File: src/design/pio_pkg.sv
// constants shared by the parallel port block: register indices, bit masks, reset values
package pio_pkg;

  // ****************************************************************
  // port numbering
  // ****************************************************************
  localparam int NPORT       = 5;          // ports a, b, c, d, f
  localparam int PORT_A      = 0;          // slot of port a
  localparam int PORT_B      = 1;          // slot of port b
  localparam int PORT_C      = 2;          // slot of port c
  localparam int PORT_D      = 3;          // slot of port d
  localparam int PORT_F      = 4;          // slot of port f
  localparam int ANALOG_PORT = PORT_B;     // port whose pins feed the converter
  localparam int PW          = 16;         // register and port width

  typedef logic [PW-1:0] pio_word_t;       // one port's worth of bits

  // ****************************************************************
  // register indices; byte address is four times the index
  // ****************************************************************
  localparam logic [NPORT-1:0][15:0] DIR_IDX = {16'h02DE, 16'h02D2, 16'h02CC,
                                                16'h02C6, 16'h02C0};
  localparam logic [NPORT-1:0][15:0] PIN_IDX = {16'h02E0, 16'h02D4, 16'h02CE,
                                                16'h02C8, 16'h02C2};
  localparam logic [NPORT-1:0][15:0] LAT_IDX = {16'h02E2, 16'h02D6, 16'h02D0,
                                                16'h02CB, 16'h02C4};
  localparam logic [15:0]            ANSEL_IDX = 16'h02A8;  // analog pin select
  localparam int                     IDX_SHIFT = 2;         // index to byte address

  // ****************************************************************
  // implemented bits per variant; direction resets to these (inputs)
  // ****************************************************************
  localparam pio_word_t MASK_ABSENT  = 16'h0000;
  localparam pio_word_t MASK_A_LARGE = 16'hF6C0;
  localparam pio_word_t MASK_B       = 16'hFFFF;
  localparam pio_word_t MASK_C_LARGE = 16'hE01E;
  localparam pio_word_t MASK_C_SMALL = 16'hE006;
  localparam pio_word_t MASK_D_LARGE = 16'hFFFF;
  localparam pio_word_t MASK_D_SMALL = 16'h0FFF;
  localparam pio_word_t MASK_F       = 16'h007F;

  // ****************************************************************
  // reset values
  // ****************************************************************
  localparam pio_word_t LAT_RST   = 16'h0000;  // output latch
  localparam pio_word_t PIN_RST   = 16'h0000;  // sampled pin level
  localparam pio_word_t ANSEL_RST = 16'h0000;  // every pin digital
  localparam logic [31:0] RDATA_RST = 32'h0000_0000;

endpackage

File: src/design/pio_ports.sv
// parallel i/o ports a, b, c, d, f with analog pin selection, apb register slave
//
// Added by the designer: register access over APB.
`timescale 1ns/1ns
module pio_ports
  import pio_pkg::*;
#(
  parameter int LARGE_PKG = 1,   // 1 larger package map, 0 smaller
  parameter int APB_AW    = 12   // apb address width
) (
  input  wire logic              sys_clk,
  input  wire logic              sys_rst,
  // apb slave
  input  wire logic              psel,
  input  wire logic              penable,
  input  wire logic              pwrite,
  input  wire logic [APB_AW-1:0] paddr,
  input  wire logic [31:0]       pwdata,
  output logic      [31:0]       prdata,
  output logic                   pready,
  output logic                   pslverr,
  // port a pins
  input  wire logic [15:0]       pin_in_a,
  output logic      [15:0]       pin_out_a,
  output logic      [15:0]       pin_oe_n_a,
  // port b pins
  input  wire logic [15:0]       pin_in_b,
  output logic      [15:0]       pin_out_b,
  output logic      [15:0]       pin_oe_n_b,
  // port c pins
  input  wire logic [15:0]       pin_in_c,
  output logic      [15:0]       pin_out_c,
  output logic      [15:0]       pin_oe_n_c,
  // port d pins
  input  wire logic [15:0]       pin_in_d,
  output logic      [15:0]       pin_out_d,
  output logic      [15:0]       pin_oe_n_d,
  // port f pins
  input  wire logic [15:0]       pin_in_f,
  output logic      [15:0]       pin_out_f,
  output logic      [15:0]       pin_oe_n_f,
  // converter side, port b pins
  output logic      [15:0]       analog_route,
  output logic      [15:0]       analog_input_pin
);

  // ****************************************************************
  // elaboration checks
  // ****************************************************************
  if (LARGE_PKG != 0 && LARGE_PKG != 1) begin : g_bad_variant
    $error("pio_ports: LARGE_PKG must be 0 or 1");
  end
  if (APB_AW < 12 || APB_AW > 32) begin : g_bad_aw
    $error("pio_ports: APB_AW must lie between 12 and 32");
  end
  if (ANALOG_PORT >= NPORT) begin : g_bad_analog
    $error("pio_ports: ANALOG_PORT must name one of the ports");
  end

  // ****************************************************************
  // implemented bit masks for the chosen variant
  // ****************************************************************
  localparam bit LARGE = (LARGE_PKG == 1);
  // an absent port gets an all-zero mask, so it never drives nor decodes
  localparam logic [NPORT-1:0][15:0] MASK = {
    MASK_F,
    LARGE ? MASK_D_LARGE : MASK_D_SMALL,
    LARGE ? MASK_C_LARGE : MASK_C_SMALL,
    MASK_B,
    LARGE ? MASK_A_LARGE : MASK_ABSENT
  };

  // ****************************************************************
  // state
  // ****************************************************************
  logic [NPORT-1:0][15:0] dir_q,   dir_d;    // direction, 1 = input
  logic [NPORT-1:0][15:0] lat_q,   lat_d;    // output latches
  logic [NPORT-1:0][15:0] sync1_q, sync1_d;  // first synchroniser stage
  logic [NPORT-1:0][15:0] sync2_q, sync2_d;  // second synchroniser stage
  logic [NPORT-1:0][15:0] pin_in_all;        // pins gathered by slot
  logic [NPORT-1:0][15:0] pin_lvl;           // value the pin register reads
  pio_word_t              ansel_q, ansel_d;  // analog pin select, port b
  pio_word_t              an_chan;           // pins that are analog inputs
  logic [31:0]            prdata_q, prdata_d; // read data, loaded in setup
  logic                   err_q,   err_d;    // unmapped address seen in setup
  logic [31:0]            addr32;            // zero extended address
  logic                   wr_en;             // write access phase
  logic                   setup;             // setup phase

  assign pin_in_all = {pin_in_f, pin_in_d, pin_in_c, pin_in_b, pin_in_a};
  assign addr32     = 32'(paddr);
  assign wr_en      = psel & penable & pwrite;
  assign setup      = psel & ~penable;

  // byte address of a register index
  function automatic logic [31:0] byte_addr(input logic [15:0] idx);
    byte_addr = 32'(idx) << IDX_SHIFT;
  endfunction

  // ****************************************************************
  // analog selection
  // ****************************************************************
  // a pin is an analog input only when selected and set as input
  assign an_chan          = ansel_q & dir_q[ANALOG_PORT];
  // selected pins reach the converter whatever their direction, so an
  // output pin converts its own driven level; unselected pins never do
  assign analog_route     = ansel_q;
  assign analog_input_pin = an_chan;

  // ****************************************************************
  // per port pin view
  // ****************************************************************
  for (genvar p = 0; p < NPORT; p++) begin : g_port
    if (p == ANALOG_PORT) begin : g_an
      // analog input channels read low, not the pin voltage
      assign pin_lvl[p] = sync2_q[p] & MASK[p] & ~an_chan;
    end else begin : g_dig
      assign pin_lvl[p] = sync2_q[p] & MASK[p];
    end
  end

  // pin drivers: unimplemented bits never drive
  // a pin drives its latch only while its direction bit is zero
  assign pin_out_a  = lat_q[PORT_A];
  assign pin_out_b  = lat_q[PORT_B];
  assign pin_out_c  = lat_q[PORT_C];
  assign pin_out_d  = lat_q[PORT_D];
  assign pin_out_f  = lat_q[PORT_F];
  assign pin_oe_n_a = dir_q[PORT_A] | ~MASK[PORT_A];
  assign pin_oe_n_b = dir_q[PORT_B] | ~MASK[PORT_B];
  assign pin_oe_n_c = dir_q[PORT_C] | ~MASK[PORT_C];
  assign pin_oe_n_d = dir_q[PORT_D] | ~MASK[PORT_D];
  assign pin_oe_n_f = dir_q[PORT_F] | ~MASK[PORT_F];

  // ****************************************************************
  // synchroniser
  // ****************************************************************
  // pins move at any time; the second stage gives a metastable first
  // stage a whole cycle to settle before the register read sees it
  // next values; stage one feeds stage two only
  always_comb begin
    sync1_d = pin_in_all;
    sync2_d = sync1_q;
  end

  // registers
  always_ff @(posedge sys_clk or posedge sys_rst) begin
    if (sys_rst) begin
      sync1_q <= {NPORT{PIN_RST}};
      sync2_q <= {NPORT{PIN_RST}};
    end else begin
      sync1_q <= sync1_d;
      sync2_q <= sync2_d;
    end
  end

  // ****************************************************************
  // register writes
  // ****************************************************************
  // next values; writes are masked so absent bits stay zero
  always_comb begin
    dir_d   = dir_q;
    lat_d   = lat_q;
    ansel_d = ansel_q;
    if (wr_en) begin
      // port indices are all distinct, so one branch hits at most
      for (int p = 0; p < NPORT; p++) begin
        if (addr32 == byte_addr(DIR_IDX[p])) begin
          dir_d[p] = pwdata[15:0] & MASK[p];
        end else if (addr32 == byte_addr(LAT_IDX[p])) begin
          lat_d[p] = pwdata[15:0] & MASK[p];
        end else if (addr32 == byte_addr(PIN_IDX[p])) begin
          // writing the pin register lands in the latch
          lat_d[p] = pwdata[15:0] & MASK[p];
        end
      end
      if (addr32 == byte_addr(ANSEL_IDX)) begin
        ansel_d = pwdata[15:0];
      end
    end
  end

  // registers
  always_ff @(posedge sys_clk or posedge sys_rst) begin
    if (sys_rst) begin
      dir_q   <= MASK;
      lat_q   <= {NPORT{LAT_RST}};
      ansel_q <= ANSEL_RST;
    end else begin
      dir_q   <= dir_d;
      lat_q   <= lat_d;
      ansel_q <= ansel_d;
    end
  end

  // ****************************************************************
  // read data and decode, captured in the setup phase
  // ****************************************************************
  // capturing in setup keeps prdata a flop while still answering with no
  // wait state; the pin view is thus one cycle older than the access edge
  always_comb begin
    prdata_d = prdata_q;
    err_d    = err_q;
    if (setup) begin
      // unmapped until a decode hit below clears the error
      prdata_d = RDATA_RST;
      err_d    = 1'b1;
      for (int p = 0; p < NPORT; p++) begin
        if (addr32 == byte_addr(DIR_IDX[p]) && MASK[p] != MASK_ABSENT) begin
          prdata_d = 32'(dir_q[p]);
          err_d    = 1'b0;
        end else if (addr32 == byte_addr(LAT_IDX[p]) && MASK[p] != MASK_ABSENT) begin
          prdata_d = 32'(lat_q[p]);
          err_d    = 1'b0;
        end else if (addr32 == byte_addr(PIN_IDX[p]) && MASK[p] != MASK_ABSENT) begin
          prdata_d = 32'(pin_lvl[p]);
          err_d    = 1'b0;
        end
      end
      if (addr32 == byte_addr(ANSEL_IDX)) begin
        prdata_d = 32'(ansel_q);
        err_d    = 1'b0;
      end
      // a write answers zero rather than a stale register
      if (pwrite) begin
        prdata_d = RDATA_RST;
      end
    end
  end

  // registers
  always_ff @(posedge sys_clk or posedge sys_rst) begin
    if (sys_rst) begin
      prdata_q <= RDATA_RST;
      err_q    <= 1'b0;
    end else begin
      prdata_q <= prdata_d;
      err_q    <= err_d;
    end
  end

  // zero wait states: every access phase lasts exactly one cycle
  assign prdata  = prdata_q;
  assign pready  = 1'b1;                       // never waits
  assign pslverr = psel & penable & err_q;     // absent port a maps to error too

  // ****************************************************************
  // assertions
  // ****************************************************************
  // every check samples on the rising edge; all but a_reset_values rest while in reset
  logic rd_acc;   // read access phase
  assign rd_acc = psel & penable & ~pwrite;

  a_analog_reads_zero: assert property (@(posedge sys_clk) disable iff (sys_rst)
    rd_acc && addr32 == byte_addr(PIN_IDX[ANALOG_PORT]) && $stable(an_chan)
    |-> (prdata[15:0] & an_chan) == 16'h0000)
    else $error("analog input pin read back non-zero");

  a_analog_drives_out: assert property (@(posedge sys_clk) disable iff (sys_rst)
    ((ansel_q & ~dir_q[ANALOG_PORT]) & pin_oe_n_b) == 16'h0000)
    else $error("analog selected output pin not driven");

  a_digital_unrouted: assert property (@(posedge sys_clk) disable iff (sys_rst)
    (analog_route & ~ansel_q) == 16'h0000 &&
    (analog_input_pin & ~ansel_q) == 16'h0000)
    else $error("digital pin routed to converter");

  a_dir_write_oe: assert property (@(posedge sys_clk) disable iff (sys_rst)
    wr_en && addr32 == byte_addr(DIR_IDX[PORT_C])
    |=> pin_oe_n_c == ($past(pwdata[15:0]) | ~MASK[PORT_C]))
    else $error("direction write did not reach port c drivers");

  a_lat_write_out: assert property (@(posedge sys_clk) disable iff (sys_rst)
    wr_en && addr32 == byte_addr(LAT_IDX[PORT_D])
    |=> pin_out_d == ($past(pwdata[15:0]) & MASK[PORT_D]))
    else $error("latch write did not reach port d outputs");

  a_pin_write_lat: assert property (@(posedge sys_clk) disable iff (sys_rst)
    wr_en && addr32 == byte_addr(PIN_IDX[PORT_F])
    |=> pin_out_f == ($past(pwdata[15:0]) & MASK[PORT_F]))
    else $error("pin register write did not reach port f latch");

  a_unimpl_read_zero: assert property (@(posedge sys_clk) disable iff (sys_rst)
    rd_acc && !err_q |-> (prdata[31:16] == 16'h0000) &&
    (addr32 != byte_addr(LAT_IDX[PORT_C]) || (prdata[15:0] & ~MASK[PORT_C]) == 16'h0000))
    else $error("unimplemented bits read non-zero");

  a_sync_two_stage: assert property (@(posedge sys_clk) disable iff (sys_rst)
    rd_acc && addr32 == byte_addr(PIN_IDX[PORT_D]) && $past(setup)
    |-> prdata[15:0] == ($past(pin_in_d, 3) & MASK[PORT_D]))
    else $error("port d pin read not three cycles behind pins");

  a_reset_values: assert property (@(posedge sys_clk)
    $fell(sys_rst) |-> pin_oe_n_a == 16'hFFFF && pin_oe_n_b == 16'hFFFF &&
    pin_oe_n_c == 16'hFFFF && pin_oe_n_d == 16'hFFFF && pin_oe_n_f == 16'hFFFF &&
    pin_out_b == LAT_RST && pin_out_d == LAT_RST && dir_q == MASK)
    else $error("wrong state after reset");

  a_port_a_absent: assert property (@(posedge sys_clk) disable iff (sys_rst)
    !LARGE |-> pin_oe_n_a == 16'hFFFF && pin_out_a == 16'h0000)
    else $error("absent port a is active");

  // a refused write, unmapped or to an absent port, leaves every register alone
  a_unmapped_write_kept: assert property (@(posedge sys_clk) disable iff (sys_rst)
    wr_en && err_q |=> $stable(dir_q) && $stable(lat_q) && $stable(ansel_q))
    else $error("refused write changed a register");

  // a refused read answers zero so no stale data leaks onto the bus
  a_unmapped_read_zero: assert property (@(posedge sys_clk) disable iff (sys_rst)
    rd_acc && err_q |-> prdata == RDATA_RST)
    else $error("refused read returned data");

  // a select write reaches the converter routing one cycle later
  a_select_write_route: assert property (@(posedge sys_clk) disable iff (sys_rst)
    wr_en && addr32 == byte_addr(ANSEL_IDX)
    |=> analog_route == $past(pwdata[15:0]))
    else $error("analog select write did not reach the router");

  // an analog input pin never has its driver on
  a_analog_not_driven: assert property (@(posedge sys_clk) disable iff (sys_rst)
    (analog_input_pin & ~pin_oe_n_b) == 16'h0000)
    else $error("analog input pin is driven");

  // read data stands from one setup phase to the next
  a_read_data_holds: assert property (@(posedge sys_clk) disable iff (sys_rst)
    !setup |=> $stable(prdata))
    else $error("read data changed outside a setup phase");

  // per port: absent bits stay zero and register reads return the flops
  for (genvar p = 0; p < NPORT; p++) begin : g_chk
    // direction and latch keep zeros where no pin exists
    a_absent_bits_zero: assert property (@(posedge sys_clk) disable iff (sys_rst)
      ((dir_q[p] | lat_q[p]) & ~MASK[p]) == 16'h0000)
      else $error("unimplemented bit holds a one");

    // direction reads back as written, absent bits as zero
    a_dir_reads_back: assert property (@(posedge sys_clk) disable iff (sys_rst)
      rd_acc && !err_q && addr32 == byte_addr(DIR_IDX[p]) |-> prdata[15:0] == dir_q[p])
      else $error("direction register read back wrong");

    // the latch register reads the latch itself, not the pins
    a_lat_reads_back: assert property (@(posedge sys_clk) disable iff (sys_rst)
      rd_acc && !err_q && addr32 == byte_addr(LAT_IDX[p]) |-> prdata[15:0] == lat_q[p])
      else $error("latch register read back wrong");
  end

  // ****************************************************************
  // cover points for the main scenarios
  // ****************************************************************

  c_analog_read: cover property (@(posedge sys_clk) disable iff (sys_rst)
    rd_acc && addr32 == byte_addr(PIN_IDX[ANALOG_PORT]) && an_chan != 16'h0000);
  c_dir_then_lat: cover property (@(posedge sys_clk) disable iff (sys_rst)
    wr_en && addr32 == byte_addr(DIR_IDX[PORT_B]) ##[1:20]
    wr_en && addr32 == byte_addr(LAT_IDX[PORT_B]));
  c_unmapped: cover property (@(posedge sys_clk) disable iff (sys_rst) pslverr);
  c_pin_read_d: cover property (@(posedge sys_clk) disable iff (sys_rst)
    rd_acc && addr32 == byte_addr(PIN_IDX[PORT_D]));
  c_analog_output: cover property (@(posedge sys_clk) disable iff (sys_rst)
    (ansel_q & ~dir_q[ANALOG_PORT]) != 16'h0000);

endmodule

File: config.mk
export PLATFORM = sky130hd
export DESIGN_NAME = pio_ports
export DESIGN_NICKNAME = d
export VERILOG_FILES = /design/src/design/pio_pkg.sv /design/src/design/pio_ports.sv
export SDC_FILE = /design/constraint.sdc
export NUM_CORES = 1
export LEC_CHECK = 0
export BUFFER_PORTS_ARGS = -buffer_cell sky130_fd_sc_hd__buf_2
export CORE_UTILIZATION = 51
export DETAILED_ROUTE_END_ITERATION = 7
export PLACE_DENSITY = 0.93
export SLEW_MARGIN = 25
export SYNTH_ARGS = -nofsm -noshare
export SYNTH_HDL_FRONTEND = slang
export SYNTH_SLANG_ARGS = --single-unit
File: constraint.sdc
create_clock -name sys_clk -period 9.7 [get_ports sys_clk]
set_input_delay 0.97 -clock sys_clk [delete_from_list [all_inputs] [get_ports sys_clk]]
set_output_delay 0.97 -clock sys_clk [all_outputs]
set_load 0.02 [all_outputs]
==> reports/metrics.yaml <==
status: "completed"
viasPerCell: 5.976
clk_pin_slew_ns: 0.06
period_needed_ns: 3.829
final_hold_viol_count: 0
netlist_area_um2: 10660
leakage_uw: 0.006355
h-tree-depth: 1
synth_fa_ha_area_share_pct: 0
min_to: "pin_lvl[6]"
io_pins: 355
drc: 0
synth_area_leader_cell: "dfrtp_1"
irDropWorstVdd_mv: 0.1364
routed_wl_mm: 32.71
hold_path_depth: 0
cts_buffers: 26
path_max_fanout: 21
die_h_um: 146.6
synth_compound_area_share_pct: 10.30
hold_buffers: 0
yosys_warnings: 0
cts_buffer_depth: 3
drv_slew: 0
timing.rr.start: "pin_oe_n_c[2]"
dr_total_vias: 8109
rr_endpoint: "prdata[2]"
netlist_top_cells_count: "dfrtp_1, mux2_2, buf_4"
setup_viol: 0
hold_class: "flop to flop"
endpoint_kind: "flop"
crit_chain: "buf_2 > nor4b_1 > nand4_1 > nor2_2 > buf_4 > mux2_2"
rsz0062_at_grt: "false"
path_class: "primary input to flop"
fp.dieW_um: 146.6
worst_pin_slew_ns: 1.133
finalCritPeriodShare_pct: 39.47
syn2layout_area_growth_pct: 19.13
worstPathArrival_ns: 4.27
port_buffers: 243
cts_tree: "built"
worstPathRequired_ns: 10.14
die_area_um2: 21480
final_core_util_pct: 62.34
post-cts-setup-buffer-count: 0
synth-simple-area-share_pct: 10.23
cp.buffers_inverters: 2
grt_pass1_vias: 8037
ys_seq_area_share_pct: 59.11
grt_max_degree: 88
dr.pass1.iters: 5
synth-seq-cells: 249
ys.flop_type: "dfrtp_1"
wl_per_cell_um: 24.10
num_rows: 52
rr_worst_depth: 5
synth_edf_count: 0
muxShareOfSynthArea_pct: 13.06
layout-drive-gt1-share_pct: 44.79
syn_inst: 818
crit_family: "simple AND/OR/NAND/NOR gates"
overflow: 0
syn_area_per_cell_um2: 13.03
synth_area_leaders: "dfrtp_1, dfstp_2, mux2_2, buf_4, nand2_1"
grt_pass1_wl_mm: 48.81
synth.most_common_cell: "dfrtp_1"
core-area_um2: 20360
initial_core_util_pct: 52.33
pwr_density_cell_nw_per_um2: 167.0
rrSetupSlack_ns: 7.81
root_buffer: "clkbuf_16"
fin_nets: 1194
clk_latency_ns: 0.52
min_from: "sync1_q[6]"
synth_top_family_by_area: "multiplexers"
relSlewSlack_pct: 24.25
maxCapViolCount: 0
track_usage_pct: 30.36
final_antenna_net_count: 0
synth_cell_types: 77
post_cts_resized: 0
cp-start-kind: "primary input"
yosys.area.top_type_share_pct: 45.79
cpMaxStageDelayCell: "nor2_2"
finClkSkew_ns: 0.009454
async_reset_ff_share_pct: 100.0
clkSinkCount: 249
drtIter0Drc: 471
hpwl_mm: 22.69
fmax_mhz: 261.2
slowest_delay_ns: 1.04
fin_setup_tns_ns: 0
synth_xor_area_share_pct: 0
gp_congestion: 0.9536
antenna_found_initial: 2
fill_cells: 1550
per-stage QoR:
stage | area [um^2] | total power [uW] | instances | setup slack, ns | hold WS (ns)
2_1_floorplan | 10910 | 1172 | 885 | 1.976 | 0.3312
3_3_place_gp | 11860 | 1193 | 1307 | 5.552 | 0.3320
3_5_place_dp | 11860 | 1196 | 1307 | 5.439 | 0.3347
4_1_cts | 12660 | 2127 | 1355 | 5.983 | 0.3435
5_1_grt | 12690 | 2179 | 1356 | 5.871 | 0.3521
6_report | 12690 | 2120 | 1357 | 5.871 | 0.3425
area by class of cell:
type | instances | area [um^2] | area share (%)
antenna | 2 | 5.005 | 0.03942
clock buffer | 39 | 740.7 | 5.835
clock inverter | 9 | 61.31 | 0.4829
inverter | 21 | 86.33 | 0.6801
multi-input combinational | 514 | 3866 | 30.46
sequential | 249 | 6299 | 49.62
tap | 270 | 337.8 | 2.661
timing repair buffer | 253 | 1299 | 10.23
layer usage:
metal	track usage, %	vias up	wire, um
met1	40.67	4113	13000
li1	-	3395	-
met4	9.271	0	940
met2	50.07	519	15880
met3	6.063	82	2883
met5	0	-	0
power by group:
part | switching [uW] | leakage [uW] | internal (uW)
combinational | 84.0 | 0.00294 | 23.6
clock | 409 | 0.000388 | 531
sequential | 8.58 | 0.00302 | 1060
total | 501 | 0.00636 | 1620
worst max-delay path by stage:
stage	startpoint	end	slack (ns)	depth (start not counted)
detailed placement	paddr[5]	pin_oe_n_d[6]	5.44	6
CTS	paddr[5]	pin_oe_n_d[6]	5.98	6
floorplan	sys_rst	analog_route[0]	1.98	1
finish	paddr[5]	pin_oe_n_d[6]	5.87	6
global route	paddr[5]	pin_oe_n_d[6]	5.87	6
global placement	paddr[5]	pin_oe_n_d[0]	5.55	6
state kept, by name, summed over array words and instances (netlist names):
register      cells
pin_out_c         7
sync2_q          16
sync1_q          54
pin_oe_n_f        7
pin_oe_n_c        7
pin_out_b        16
pin_out_a         8
pin_out_d        16
analog_route     16
prdata           16
pin_out_f         7
pin_lvl          38
err_q             1
pin_oe_n_b       16
pin_oe_n_d       16
pin_oe_n_a        8
cell usage in the layout, fill, tap and decap left out, types with 13 or more instances in the layout:
cell       count
nor2_1        28
inv_1         20
clkbuf_16     27
conb_1        69
dfstp_2       54
buf_2        243
mux2_2       110
nand3_1       13
dfrtp_1      195
o21ai_0       19
a21oi_1       15
nand2_1       37
logic make-up after synthesis:
| kind of cell | Yosys count |
|---|---|
| simple gates | 176 |
| flops | 249 |
| mux | 124 |
| compound gates | 145 |
| other cells | 2 |
| buf+inv | 122 |
(Power assumes the default switching activity.)
